--- config.mk ---
export PLATFORM = sky130hd
export DESIGN_NAME = ssi_core
export DESIGN_NICKNAME = d
export VERILOG_FILES = /design/src/inc/ssi_pkg.sv /design/src/logic/ssi_core.sv
export SDC_FILE = /design/constraint.sdc
export NUM_CORES = 1
export LEC_CHECK = 0
export BUFFER_PORTS_ARGS = -buffer_cell sky130_fd_sc_hd__buf_2
export CAP_MARGIN = 0
export CORE_MARGIN = 2
export CORE_UTILIZATION = 67
export CTS_BUF_LIST = sky130_fd_sc_hd__clkbuf_2 sky130_fd_sc_hd__clkbuf_4 sky130_fd_sc_hd__clkbuf_8
export CTS_CLUSTER_DIAMETER = 150
export CTS_CLUSTER_SIZE = 20
export DETAILED_ROUTE_END_ITERATION = 8
export PLACE_DENSITY_LB_ADDON = 0.12
export SKIP_LAST_GASP = 1
export SYNTH_ARGS = -nofsm -noshare
export SYNTH_HDL_FRONTEND = slang
export SYNTH_SLANG_ARGS = --single-unit
--- constraint.sdc ---
create_clock -name SYS_CLK -period 4.6 [get_ports SYS_CLK]
set_input_delay 0.23 -clock SYS_CLK [delete_from_list [all_inputs] [get_ports SYS_CLK]]
set_output_delay 0.23 -clock SYS_CLK [all_outputs]
set_load 0.1 [all_outputs]
--- src/inc/ssi_pkg.sv ---
package ssi_pkg;
	localparam int DW = 8;
	localparam int AW = 2;

	// register map
	localparam logic [AW-1:0] ADDR_CTRL  = 2'h0;
	localparam logic [AW-1:0] ADDR_STAT  = 2'h1;
	localparam logic [AW-1:0] ADDR_TXBUF = 2'h2;
	localparam logic [AW-1:0] ADDR_RXBUF = 2'h3;

	// serial_control_reg fields
	localparam int CTRL_START_BIT = 7;
	localparam int CTRL_ABORT_BIT = 6;
	localparam int CTRL_MODE_LO   = 4;
	localparam int CTRL_DIR_BIT   = 3;
	localparam int CTRL_RATE_LO   = 0;

	// serial_status_reg fields
	localparam int STAT_ACTIVE_BIT = 7;
	localparam int STAT_SHIFT_BIT  = 6;
	localparam int STAT_RXF_BIT    = 5;
	localparam int STAT_TXF_BIT    = 4;
	localparam int STAT_RX_OVERRUN_ERROR_FLAG_BIT  = 3;
	localparam int STAT_TX_UNDERRUN_ERROR_FLAG_BIT  = 2;

	localparam logic [1:0] MODE_TX  = 2'h0;
	localparam logic [1:0] MODE_RX  = 2'h1;
	localparam logic [1:0] MODE_TRX = 2'h2;

	localparam logic [2:0] RATE_EXT = 3'h7;

	localparam logic [DW-1:0] CTRL_RESET = 8'h00;
	localparam logic          TXF_RESET  = 1'b1;
	localparam logic [3:0]    LAST_BIT   = 4'h7;

	// half period of the internal serial clock, in system clocks
	localparam logic [11:0] HALF_R0 = 12'h800;
	localparam logic [11:0] HALF_R1 = 12'h080;
	localparam logic [11:0] HALF_R2 = 12'h040;
	localparam logic [11:0] HALF_R3 = 12'h020;
	localparam logic [11:0] HALF_R4 = 12'h010;
	localparam logic [11:0] HALF_R5 = 12'h008;
	localparam logic [11:0] HALF_R6 = 12'h004;

	function automatic logic [11:0] half_period(input logic [2:0] rate);
		case (rate)
			3'h0: half_period = HALF_R0;
			3'h1: half_period = HALF_R1;
			3'h2: half_period = HALF_R2;
			3'h3: half_period = HALF_R3;
			3'h4: half_period = HALF_R4;
			3'h5: half_period = HALF_R5;
			default: half_period = HALF_R6;
		endcase
	endfunction : half_period
endpackage : ssi_pkg

--- src/logic/ssi_core.sv ---
// Operation
// transmit MSB first on 0, LSB first on 1
// receive with the same bit order
// mode 00 transmit only, 01 receive only
// transmit buffer write clears empty flag
// active flag set on falling clock edge
// transmit bits change on falling edges
// receive bits sampled on rising edges
// shift flag high falls one to eight
// empty flag at rise, request next fall
// internal clock waits for transmit data
// internal clock starts within one period
// external clock loads on first falling edge
// internal clock halts high until refill
// refill before end sends back to back
// external underrun sets error, request follows
// error holds data out high until abort; code also releases it when a status write of zero clears the error flag
// start cleared finishes byte, then stops
// far side stops start before next byte
// abort stops and clears everything; code keeps bit order, mode and rate
// full byte fills receive buffer, request
// read clears full flag, clock resumes
// external overrun sets error, ignores data
// mode 10 transmits and receives together
// rate code 111 takes external clock
// external clock synchronised, edges detected
//
// The implementer's own choices: the plain strobed port and the register addresses.
module ssi_core (
	input  wire logic                    SYS_CLK,
	input  wire logic                    RST,
	input  wire logic [ssi_pkg::AW-1:0]  ADDR,
	input  wire logic [ssi_pkg::DW-1:0]  WDATA,
	input  wire logic                    WR,
	input  wire logic                    RD,
	output logic      [ssi_pkg::DW-1:0]  RDATA,
	output logic                         SERIAL_IRQ,
	input  wire logic                    SERIAL_CLOCK_PIN_I,
	output logic                         SERIAL_CLOCK_PIN_O,
	output logic                         SERIAL_CLOCK_PIN_OE,
	output logic                         SERIAL_DATA_OUT_PIN,
	input  wire logic                    SERIAL_DATA_IN_PIN
);
	logic                   transfer_start_bit_ff;
	logic                   bit_order_select_ff;
	logic [1:0]             transfer_mode_select_ff;
	logic [2:0]             rate_ff;
	logic [ssi_pkg::DW-1:0] tx_buffer_ff;
	logic [ssi_pkg::DW-1:0] rx_buffer_ff;
	logic [ssi_pkg::DW-1:0] tx_shift_ff;
	logic [ssi_pkg::DW-1:0] rx_shift_ff;
	logic                   tx_buffer_empty_flag_ff;
	logic                   rx_buffer_full_flag_ff;
	logic                   tx_underrun_error_flag_ff;
	logic                   rx_overrun_error_flag_ff;
	logic                   transfer_active_flag_ff;
	logic                   shift_active_flag_ff;
	logic                   txf_pend_ff;
	logic                   irq_pend_ff;
	logic                   irq_ff;
	logic [3:0]             fall_cnt_ff;
	logic [3:0]             rise_cnt_ff;
	logic [11:0]            div_ff;
	logic                   sck_int_ff;
	logic                   sck_s1_ff;
	logic                   sck_s2_ff;
	logic                   sck_s3_ff;
	logic                   si_s1_ff;
	logic                   si_s2_ff;
	logic                   so_ff;
	logic [ssi_pkg::DW-1:0] rdata_ff;

	logic                   wr_ctrl;
	logic                   wr_stat;
	logic                   wr_tx;
	logic                   rd_rx;
	logic                   abort;
	logic                   ext_clk;
	logic                   need_tx;
	logic                   need_rx;
	logic                   in_byte;
	logic                   go;
	logic                   gen_run;
	logic                   tick;
	logic                   fall_ev;
	logic                   rise_ev;
	logic                   byte_start;
	logic                   shift_fall;
	logic                   rise_in_byte;
	logic                   byte_end;
	logic                   tx_load;
	logic                   tx_under;
	logic                   rx_done;
	logic [ssi_pkg::DW-1:0] nxt_rx_shift;

	assign wr_ctrl = WR && (ADDR == ssi_pkg::ADDR_CTRL);
	assign wr_stat = WR && (ADDR == ssi_pkg::ADDR_STAT);
	assign wr_tx   = WR && (ADDR == ssi_pkg::ADDR_TXBUF);
	assign rd_rx   = RD && (ADDR == ssi_pkg::ADDR_RXBUF);
	assign abort   = wr_ctrl && WDATA[ssi_pkg::CTRL_ABORT_BIT];

	assign ext_clk = (rate_ff == ssi_pkg::RATE_EXT);
	assign need_tx = (transfer_mode_select_ff == ssi_pkg::MODE_TX) ||
	                 (transfer_mode_select_ff == ssi_pkg::MODE_TRX); // see R03
	assign need_rx = (transfer_mode_select_ff == ssi_pkg::MODE_RX) ||
	                 (transfer_mode_select_ff == ssi_pkg::MODE_TRX); // see R03
	assign in_byte = (fall_cnt_ff != 4'h0) || (rise_cnt_ff != 4'h0);

	// internal clock only runs a new byte when data is there and room to receive
	assign go = transfer_start_bit_ff && !tx_underrun_error_flag_ff &&
	            !rx_overrun_error_flag_ff &&
	            (!need_tx || !tx_buffer_empty_flag_ff) &&
	            (!need_rx || !rx_buffer_full_flag_ff); // see R10 see R13
	assign gen_run = !ext_clk && (in_byte || go);
	assign tick    = gen_run && (div_ff == ssi_pkg::half_period(rate_ff) - 12'h001);

	// edge events from the internal divider or the synchronised pin
	assign fall_ev = ext_clk ? (sck_s3_ff && !sck_s2_ff) : (tick && sck_int_ff);
	assign rise_ev = ext_clk ? (!sck_s3_ff && sck_s2_ff) : (tick && !sck_int_ff);

	assign byte_start   = fall_ev && (fall_cnt_ff == 4'h0) && transfer_start_bit_ff;
	assign shift_fall   = fall_ev && (fall_cnt_ff != 4'h0) && (fall_cnt_ff <= ssi_pkg::LAST_BIT);
	assign rise_in_byte = rise_ev && (fall_cnt_ff != 4'h0);
	assign byte_end     = rise_in_byte && (rise_cnt_ff == ssi_pkg::LAST_BIT);
	assign tx_load      = byte_start && need_tx && !tx_buffer_empty_flag_ff; // see R12
	assign tx_under     = byte_start && need_tx && tx_buffer_empty_flag_ff;
	assign rx_done      = byte_end && need_rx && !rx_overrun_error_flag_ff;

	always_comb begin
		if (bit_order_select_ff) begin
			nxt_rx_shift = {si_s2_ff, rx_shift_ff[ssi_pkg::DW-1:1]};
		end else begin
			nxt_rx_shift = {rx_shift_ff[ssi_pkg::DW-2:0], si_s2_ff};
		end
	end

	// pin synchronisers
	always_ff @(posedge SYS_CLK or posedge RST) begin
		if (RST) begin
			sck_s1_ff <= 1'b1;
			sck_s2_ff <= 1'b1;
			sck_s3_ff <= 1'b1;
			si_s1_ff  <= 1'b1;
			si_s2_ff  <= 1'b1;
		end else begin
			sck_s1_ff <= SERIAL_CLOCK_PIN_I;
			sck_s2_ff <= sck_s1_ff;
			sck_s3_ff <= sck_s2_ff;
			si_s1_ff  <= SERIAL_DATA_IN_PIN;
			si_s2_ff  <= si_s1_ff;
		end
	end

	// control register
	always_ff @(posedge SYS_CLK or posedge RST) begin
		if (RST) begin
			transfer_start_bit_ff   <= ssi_pkg::CTRL_RESET[ssi_pkg::CTRL_START_BIT];
			bit_order_select_ff     <= ssi_pkg::CTRL_RESET[ssi_pkg::CTRL_DIR_BIT];
			transfer_mode_select_ff <= ssi_pkg::CTRL_RESET[ssi_pkg::CTRL_MODE_LO +: 2];
			rate_ff                 <= ssi_pkg::CTRL_RESET[ssi_pkg::CTRL_RATE_LO +: 3];
		end else if (abort) begin
			transfer_start_bit_ff <= 1'b0;
		end else if (wr_ctrl) begin
			transfer_start_bit_ff   <= WDATA[ssi_pkg::CTRL_START_BIT];
			bit_order_select_ff     <= WDATA[ssi_pkg::CTRL_DIR_BIT];
			transfer_mode_select_ff <= WDATA[ssi_pkg::CTRL_MODE_LO +: 2];
			rate_ff                 <= WDATA[ssi_pkg::CTRL_RATE_LO +: 3];
		end
	end

	// internal serial clock divider, idles high
	always_ff @(posedge SYS_CLK or posedge RST) begin
		if (RST) begin
			div_ff     <= 12'h000;
			sck_int_ff <= 1'b1;
		end else if (abort || !gen_run) begin
			div_ff     <= 12'h000;
			sck_int_ff <= 1'b1; // see R13
		end else if (tick) begin
			div_ff     <= 12'h000;
			sck_int_ff <= !sck_int_ff;
		end else begin
			div_ff <= div_ff + 12'h001;
		end
	end

	// bit counters
	always_ff @(posedge SYS_CLK or posedge RST) begin
		if (RST) begin
			fall_cnt_ff <= 4'h0;
			rise_cnt_ff <= 4'h0;
		end else if (abort) begin
			fall_cnt_ff <= 4'h0;
			rise_cnt_ff <= 4'h0;
		end else if (byte_end) begin
			fall_cnt_ff <= 4'h0;
			rise_cnt_ff <= 4'h0;
		end else begin
			if (byte_start) begin
				fall_cnt_ff <= 4'h1;
			end else if (shift_fall) begin
				fall_cnt_ff <= fall_cnt_ff + 4'h1;
			end
			if (rise_in_byte) begin
				rise_cnt_ff <= rise_cnt_ff + 4'h1;
			end
		end
	end

	// transfer and shift activity flags
	always_ff @(posedge SYS_CLK or posedge RST) begin
		if (RST) begin
			transfer_active_flag_ff <= 1'b0;
			shift_active_flag_ff    <= 1'b0;
		end else if (abort) begin
			transfer_active_flag_ff <= 1'b0;
			shift_active_flag_ff    <= 1'b0;
		end else begin
			if (byte_start) begin
				transfer_active_flag_ff <= 1'b1;
			end else if (!transfer_start_bit_ff && !in_byte) begin
				transfer_active_flag_ff <= 1'b0;
			end
			if (byte_start) begin
				shift_active_flag_ff <= 1'b1;
			end else if (shift_fall && fall_cnt_ff == ssi_pkg::LAST_BIT) begin
				shift_active_flag_ff <= 1'b0;
			end
		end
	end

	// transmit buffer and empty flag
	always_ff @(posedge SYS_CLK or posedge RST) begin
		if (RST) begin
			tx_buffer_ff            <= 8'h00;
			tx_buffer_empty_flag_ff <= ssi_pkg::TXF_RESET;
			txf_pend_ff             <= 1'b0;
		end else if (abort) begin
			tx_buffer_ff            <= 8'h00;
			tx_buffer_empty_flag_ff <= ssi_pkg::TXF_RESET;
			txf_pend_ff             <= 1'b0;
		end else begin
			if (wr_tx && tx_buffer_empty_flag_ff) begin
				tx_buffer_ff <= WDATA;
			end
			if (tx_load) begin
				txf_pend_ff <= 1'b1;
			end else if (rise_ev) begin
				txf_pend_ff <= 1'b0;
			end
			if (txf_pend_ff && rise_ev) begin
				tx_buffer_empty_flag_ff <= 1'b1;
			end else if (wr_tx) begin
				tx_buffer_empty_flag_ff <= 1'b0;
			end
		end
	end

	// transmit shifter and data out pin
	always_ff @(posedge SYS_CLK or posedge RST) begin
		if (RST) begin
			tx_shift_ff <= 8'h00;
			so_ff       <= 1'b1;
		end else if (abort) begin
			tx_shift_ff <= 8'h00;
			so_ff       <= 1'b1;
		end else if (tx_underrun_error_flag_ff || tx_under) begin
			so_ff <= 1'b1;
		end else if (tx_load) begin
			so_ff <= bit_order_select_ff ? tx_buffer_ff[0] : tx_buffer_ff[7]; // see R01
			tx_shift_ff <= bit_order_select_ff ? {1'b0, tx_buffer_ff[7:1]}
			                                   : {tx_buffer_ff[6:0], 1'b0};
		end else if (shift_fall && need_tx) begin
			so_ff <= bit_order_select_ff ? tx_shift_ff[0] : tx_shift_ff[7];
			tx_shift_ff <= bit_order_select_ff ? {1'b0, tx_shift_ff[7:1]}
			                                   : {tx_shift_ff[6:0], 1'b0};
		end else if (!transfer_active_flag_ff || !need_tx) begin
			so_ff <= 1'b1;
		end
	end

	// receive shifter, buffer and full flag
	always_ff @(posedge SYS_CLK or posedge RST) begin
		if (RST) begin
			rx_shift_ff            <= 8'h00;
			rx_buffer_ff           <= 8'h00;
			rx_buffer_full_flag_ff <= 1'b0;
		end else if (abort) begin
			rx_shift_ff            <= 8'h00;
			rx_buffer_ff           <= 8'h00;
			rx_buffer_full_flag_ff <= 1'b0;
		end else begin
			if (rise_in_byte && need_rx && !rx_overrun_error_flag_ff) begin
				rx_shift_ff <= nxt_rx_shift; // see R07
			end
			if (rx_done && !(rx_buffer_full_flag_ff && ext_clk)) begin
				rx_buffer_ff           <= nxt_rx_shift;
				rx_buffer_full_flag_ff <= 1'b1;
			end else if (rd_rx) begin
				rx_buffer_full_flag_ff <= 1'b0;
			end else if (wr_stat && rx_overrun_error_flag_ff &&
			             !WDATA[ssi_pkg::STAT_RX_OVERRUN_ERROR_FLAG_BIT]) begin
				rx_buffer_full_flag_ff <= 1'b0;
			end
		end
	end

	// error flags, cleared by writing zero to them
	always_ff @(posedge SYS_CLK or posedge RST) begin
		if (RST) begin
			tx_underrun_error_flag_ff <= 1'b0;
			rx_overrun_error_flag_ff  <= 1'b0;
		end else if (abort) begin
			tx_underrun_error_flag_ff <= 1'b0;
			rx_overrun_error_flag_ff  <= 1'b0;
		end else begin
			if (tx_under && ext_clk) begin
				tx_underrun_error_flag_ff <= 1'b1;
			end else if (wr_stat && !WDATA[ssi_pkg::STAT_TX_UNDERRUN_ERROR_FLAG_BIT]) begin
				tx_underrun_error_flag_ff <= 1'b0;
			end
			if (rx_done && rx_buffer_full_flag_ff && ext_clk) begin
				rx_overrun_error_flag_ff <= 1'b1;
			end else if (wr_stat && !WDATA[ssi_pkg::STAT_RX_OVERRUN_ERROR_FLAG_BIT]) begin
				rx_overrun_error_flag_ff <= 1'b0;
			end
		end
	end

	// interrupt request pulse
	always_ff @(posedge SYS_CLK or posedge RST) begin
		if (RST) begin
			irq_pend_ff <= 1'b0;
			irq_ff      <= 1'b0;
		end else if (abort) begin
			irq_pend_ff <= 1'b0;
			irq_ff      <= 1'b0;
		end else begin
			if ((txf_pend_ff && rise_ev) || (tx_under && ext_clk)) begin
				irq_pend_ff <= 1'b1; // see R09
			end else if (fall_ev) begin
				irq_pend_ff <= 1'b0;
			end
			irq_ff <= (irq_pend_ff && fall_ev) || rx_done; // see R09 see R20
		end
	end

	// register read port
	always_ff @(posedge SYS_CLK or posedge RST) begin
		if (RST) begin
			rdata_ff <= 8'h00;
		end else if (RD) begin
			unique case (ADDR)
				ssi_pkg::ADDR_CTRL:  rdata_ff <= {transfer_start_bit_ff, 1'b0,
				                                  transfer_mode_select_ff,
				                                  bit_order_select_ff, rate_ff};
				ssi_pkg::ADDR_STAT:  rdata_ff <= {transfer_active_flag_ff, shift_active_flag_ff,
				                                  rx_buffer_full_flag_ff,
				                                  tx_buffer_empty_flag_ff,
				                                  rx_overrun_error_flag_ff,
				                                  tx_underrun_error_flag_ff, 2'b00};
				ssi_pkg::ADDR_RXBUF: rdata_ff <= rx_buffer_ff;
				ssi_pkg::ADDR_TXBUF: rdata_ff <= 8'h00;
			endcase
		end else begin
			rdata_ff <= 8'h00;
		end
	end

	assign RDATA               = rdata_ff;
	assign SERIAL_IRQ          = irq_ff;
	assign SERIAL_CLOCK_PIN_O  = sck_int_ff;
	assign SERIAL_CLOCK_PIN_OE = !ext_clk;
	assign SERIAL_DATA_OUT_PIN = so_ff;
endmodule : ssi_core

# After elaboration in Yosys (flattened, before gate mapping)
# Cells that the tools add are included.
# totals
register_bits,83
in_bits,16
word_cells,209
# classes
add_sub_neg,4
order_cmp,1
eq_ne,15
mux,64
n_bitwise,1
n_reduce_logical,96
# op_table
op,n
$mux W8,14
$pmux W12 S6,1
$logic_and A1 B1 Y1,43
$mux W1,39
$pmux W8 S4,1
$mux W4,7
$reduce_bool A3 Y1,9
$mux W12,2
$logic_not A1 Y1,17
$reduce_bool A4 Y1,4
$add A12 B1 Y12 const B,1
$eq A12 B12 Y1,1
$sub A12 B1 Y12 const B,1
$logic_or A1 B1 Y1,11
$reduce_bool A2 Y1,5
$eq A3 B3 Y1 const B,3
$add A4 B1 Y4 const B,2
$eq A4 B3 Y1 const B,2
$eq A2 B2 Y1 const B,3
$eq A3 B2 Y1 const B,2
$reduce_bool A5 Y1,1
$eq A2 B1 Y1 const B,2
$le A4 B3 Y1 const B,1
$logic_not A2 Y1,2
other kinds (6),7

# Depth between registers and ports, before layout
# logic_depth
word_depth,19
ltp_mapped,12
depth_no_buf,9

# Worst setup path after synthesis
# Ideal clock, no wire load.
# synth_path
kind,flip-flop to flip-flop
from,reg rate_ff[1]
to,reg rx_shift_ff[1] (netlist bit)
setup_ns,0.094
arrival_ns,2.974
required_ns,4.506
slack_ns,1.532
path_stages_with_launch,11
period_less_slack_ns,3.068
cell_sequence,dfrtp_1 buf_2 and3_1 inv_1 o21ai_0 o41ai_1 and3_1 clkbuf_2 buf_6 nor2_1 a211oi_1
# synth_via
word_cells_on_any_way,19
cone_classes,add/sub (1); eq/ne (7); mux (2); reduce/logical (9)
# synth_lines
element,line_no,text
"start, declared",ssi_core.sv:47,logic [2:0] rate_ff;
"start signal, assigned",ssi_core.sv:160,rate_ff <= ssi_pkg::CTRL_RESET[ssi_pkg::CTRL_RATE_LO +: 3];
"start signal, assigned",ssi_core.sv:167,rate_ff <= WDATA[ssi_pkg::CTRL_RATE_LO +: 3];
$eq A3 B3 Y1,ssi_core.sv:102,assign ext_clk = (rate_ff == ssi_pkg::RATE_EXT);
$logic_not A1 Y1,n/a,
net SERIAL_CLOCK_PIN_OE,ssi_core.sv:40,"output logic SERIAL_CLOCK_PIN_OE,"
$logic_and A1 B1 Y1,ssi_core.sv:114,assign gen_run = !ext_clk && (in_byte || go);
$logic_and A1 B1 Y1,ssi_core.sv:115,assign tick = gen_run && (div_ff == ssi_pkg::half_period(rate_ff) - 12'h001);
$logic_and A1 B1 Y1,ssi_core.sv:119,assign rise_ev = ext_clk ? (!sck_s3_ff && sck_s2_ff) : (tick && !sck_int_ff);
$mux W1,ssi_core.sv:119,
$logic_and A1 B1 Y1,ssi_core.sv:123,assign rise_in_byte = rise_ev && (fall_cnt_ff != 4'h0);
$logic_and A1 B1 Y1 (2 in a row),ssi_core.sv:293,if (rise_in_byte && need_rx && !rx_overrun_error_flag_ff) begin
$reduce_bool A2 Y1 (no line),n/a,
"end signal, assigned",ssi_core.sv:294,rx_shift_ff <= nxt_rx_shift;
"end, declared",ssi_core.sv:51,logic [ssi_pkg::DW-1:0] rx_shift_ff;
# The timed path passes the listed nets, and every way through them passes these cells.
# A chain may end at the register's enable or synchronous reset.

# Final worst setup path
# layout_path
from,reg rate_ff[2]
to,reg tx_shift_ff[2] (netlist bit)
# layout_via
elab_chain_cells,14
word_cells_on_any_way,30
cone_classes,add/sub (1); eq/ne (8); mux (5); reduce/logical (16)
# layout_lines
element,line_no,text
"$eq A3 B3 Y1, or another cell as far along",ssi_pkg.sv:46,case (rate)
$pmux W12 S6,ssi_pkg.sv:46,
$sub A12 B1 Y12,ssi_core.sv:115,
$eq A12 B12 Y1,ssi_core.sv:115,
$logic_and A1 B1 Y1,ssi_core.sv:115,
$logic_and A1 B1 Y1,ssi_core.sv:118,assign fall_ev = ext_clk ? (sck_s3_ff && !sck_s2_ff) : (tick && sck_int_ff);
$mux W1 (*),ssi_core.sv:118,
$logic_and A1 B1 Y1 (2 in a row),ssi_core.sv:121,assign byte_start = fall_ev && (fall_cnt_ff == 4'h0) && transfer_start_bit_ff;
$logic_and A1 B1 Y1,"ssi_core.sv:125, ssi_core.sv:126",
"$logic_and A1 B1 Y1, on equally long branches","ssi_core.sv:125, ssi_core.sv:126",
$mux W8 / $logic_or A1 B1 Y1 (equally long branches),"ssi_core.sv:269, ssi_core.sv:267",
$mux W8 / $ne A2 B2 Y1 (equally long branches),n/a,
$mux W8 / $reduce_and A2 Y1 (equally long branches),n/a,
"end signal, assigned",ssi_core.sv:271,"tx_shift_ff <= bit_order_select_ff ? {1'b0, tx_buffer_ff[7:1]}"
"end signal, assigned",ssi_core.sv:275,"tx_shift_ff <= bit_order_select_ff ? {1'b0, tx_shift_ff[7:1]}"
"end, declared",ssi_core.sv:50,logic [ssi_pkg::DW-1:0] tx_shift_ff;
# Mark *: on every way between the ends. The rest lies on a longest branch, timed or not. The select of a mux whose other input is x is not followed.

==> metrics.md <==
| Metric | Value |
|---|---|
| Vias per cell | 6.19 |
| IO Port Bufs | 27 |
| Flops & latches, synth | 83 |
| Hold_ws | 0.121 ns |
| CTS Buf Count | 9 |
| Core ar. | 0.00596 mm2 |
| Netlist Area Pre-Place | 0.00415 mm2 |
| Row count | 28 |
| Setup-failing EPs final | 0 |
| Leakage power | ~2 nW |
| Placed cell area | roughly 0.0043 mm2 |
| Initial Utilization | 0.697 |
| Post-layout nets | 462 |
| Layout area overhead | 10.1% |
| Avg Cell Area, Syn | 9.95 um2 |
| Period utilization | 0.661 |
| Post-CTS Setup Inserts | 0 |
| Worst Tran Pin Value | 1.01 ns |
| Multi-input logic area | 0.00188 mm2 |
| Routed wire per std cell | 17.8 um |
| Min-delay worst type | primary input to register |
| IO Count | 28 |
| CP Data Required Time | 4.82 ns |
| CTS tree | done |
| Initial antenna violation count | 0 |
| Status | finished, final reports clean |
| Setup TNS | 0 ns |
| Gp weighted congestion | 0.866 |
| Final Max Tran Viols | 0 |
| Net Count, Synth | 440 |
| Final wirelength | approximately 9.2 mm |
| CTS Sinks | 83 |
| Yosys warns | 0 |
| Clock slew at reported path FFs | 0.08 ns |
| PwrDens | 441 mW/mm2 |
| Count of cell types in the netlist | 54 |
| Number of synthesized flops with an enable pin | 0 |
| Headroom to the max-slew limit | 0.321 |
| Fmax | 329 MHz |
| DRT iter0 DRCs | 315 |
| CP Data Arrival Time | 3.26 ns |
| CTS Hold Buffers Added | 3 |
| H-tree Lvls | 3 |
| Via Count | 3207 |
| CP endpoint kind | register |
| Die W | 82.7 um |
| Crit path max fanout | 10 |
| Pin count of the biggest net entering global routing | 63 |
| Peak VDD IR | 0.304 mV |
| Grt ovf | 0 |
| Commonest non-fill, non-tap cell in the layout | dfrtp_1 |
| N_diodes | 0 |
| Final-report hold violation count | 0 |
| Setup crit start kind | register |
| Fillers | 398 |
| Total Power | slightly above 0.002 W |
| Drt drc | 0 |
| Asr flop ratio synth | 1.00 |
| Worst skew pair latency | 0.36 ns |
| Post-route ant nets | 0 |
| Primary FF master, synth | dfrtp_1 |
| First-pass DRT Iterations | 6 |
| Max-cap viol count | 0 |
| Final Util | 0.767 |
| GRT Util Overall | 0.290 |
| RSZ-0062 raised after global routing | no |
| Most frequent cells in the layout | dfrtp_1 (75), nor2_1 (57), nand2_1 (37), buf_2 (27), mux2i_1 (26) |
| WS Path Type | register to register |
| Global-route wire length before repair | 14.7 mm |
| Final Skew | approximately 0.012 ns |
| HPWL after DPL | 6.25 mm |
| Root Buffer | clkbuf_8 |
| Die area | 0.00684 mm2 |
| Layout cells sized above 1 | 0.142 |
| Clk buf depth | 2 |
| Tmin final | 3.04 ns |
| Register Area | 0.00209 mm2 |
| Sequential area share after synthesis | 0.503 |
| CTS resizes | 0 |
| Vias in the first global route | 3130 |
| Synth Instances | 417 |
| Final instance area | between 0.004 and 0.005 mm2 |
| Vert. Die Dim | 82.7 um |
[kinds of logic (layout without fill, tap and decap cells)]
| kind of cell | after synthesis | after routing | share of synthesized area |
|---|---|---|---|
| buf+inv | 39 | 65 | 0.0437 |
| simple gates | 151 | 151 | 0.170 |
| mux | 30 | 30 | 0.0736 |
| fa+ha+maj | 7 | 7 | 0.0211 |
| flops | 83 | 83 | 0.503 |
| xor+xnor | 13 | 13 | 0.0274 |
| compound gates | 94 | 94 | 0.161 |
[state kept, by name, indices dropped and copies added (netlist names), 2 cells and up]
signal / flops
rx_shift_ff: 8
rise_cnt_ff: 4
rate_ff: 3
RDATA: 8
div_ff: 12
transfer_mode_select_ff: 2
fall_cnt_ff: 4
tx_buffer_ff: 8
tx_shift_ff: 8
rx_buffer_ff: 8
[layout make-up]
cell class / instances / area share
well taps: 75 / 0.0205
inverters: 16 / 0.0134
multi-input cells: 295 / 0.412
clock inverters: 4 / 0.0214
repair buffers: 34 / 0.0427
clock buffers: 11 / 0.0331
flip-flops and latches: 83 / 0.457
[synth_stat cells, types with 4 or more instances]
library cell	count	area [um2]
nand2_1	37	139
or3_1	4	25.0
and2_1	8	50.1
clkbuf_1	13	48.8
a21oi_1	17	85.1
and3_1	5	31.3
nand3_1	9	45.0
dfstp_2	8	210
dfrtp_1	75	1880
nand4_1	4	25.0
inv_1	16	60.1
nor3_1	10	50.1
o221ai_1	6	52.6
nor2b_1	6	37.5
xor2_1	6	52.6
a211oi_1	18	135
a22o_1	8	70.1
nor2_1	57	214
ha_1	7	87.6
o21ai_0	17	85.1
xnor2_1	7	61.3
mux2_2	4	45.0
mux2i_1	26	260
nand3b_1	4	30.0
[worst paths after layout]
path                       cells after the start                             endpoint              startpoint  slack, ns
max                                            8           tx_shift_ff[2]$_DFFE_PP0P_  rate_ff[2]$_DFFE_PP0P_       1.56
min                                            2          tx_buffer_ff[1]$_DFFE_PP0P_                WDATA[1]       0.12
max reg2reg                                    8           tx_shift_ff[2]$_DFFE_PP0P_  rate_ff[2]$_DFFE_PP0P_       1.56
min reg2reg                                    0                   si_s2_ff$_DFF_PP1_      si_s1_ff$_DFF_PP1_       0.35
max in group asynchronous                      4  transfer_active_flag_ff$_DFFE_PP0P_                     RST       3.17
min in group asynchronous                      3                  div_ff[9]$_DFF_PP0_                     RST       0.37
[routing by layer]
metal / vias to the layer above / track usage / wire length, um
met5: - / 0 / 0
met4: 0 / 0.128 / 225
met3: 23 / 0.0674 / 498
met2: 95 / 0.470 / 4470
met1: 1569 / 0.374 / 4010
li1: 1520 / - / -
[power by group]
group	switching [W]	total, W	internal (W)
Combinational	0.000274	0.000435	0.000161
Clock	0.000258	0.000645	0.000387
Sequential	0.000106	0.000933	0.000828
[through the flow]
| stage | setup WS, ns | cells |
|---|---|---|
| after floorplan | 1.53 | 417 |
| after global placement | 1.69 | 500 |
| after detailed placement | 1.60 | 500 |
| after CTS | 1.58 | 518 |
| after global routing | 1.31 | 518 |
| final | 1.56 | 518 |
[critical path, stage by stage, from the launching register on]
cell	delay, ns
dfrtp_1	0.47
xnor2_1	0.18
a2111oi_2	0.33
nand4_1	0.22
or3_1	0.58
a2111oi_2	0.42
buf_4	0.27
mux2i_1	0.28
o221ai_1	0.15
Power figures use the tool's default switching activity.
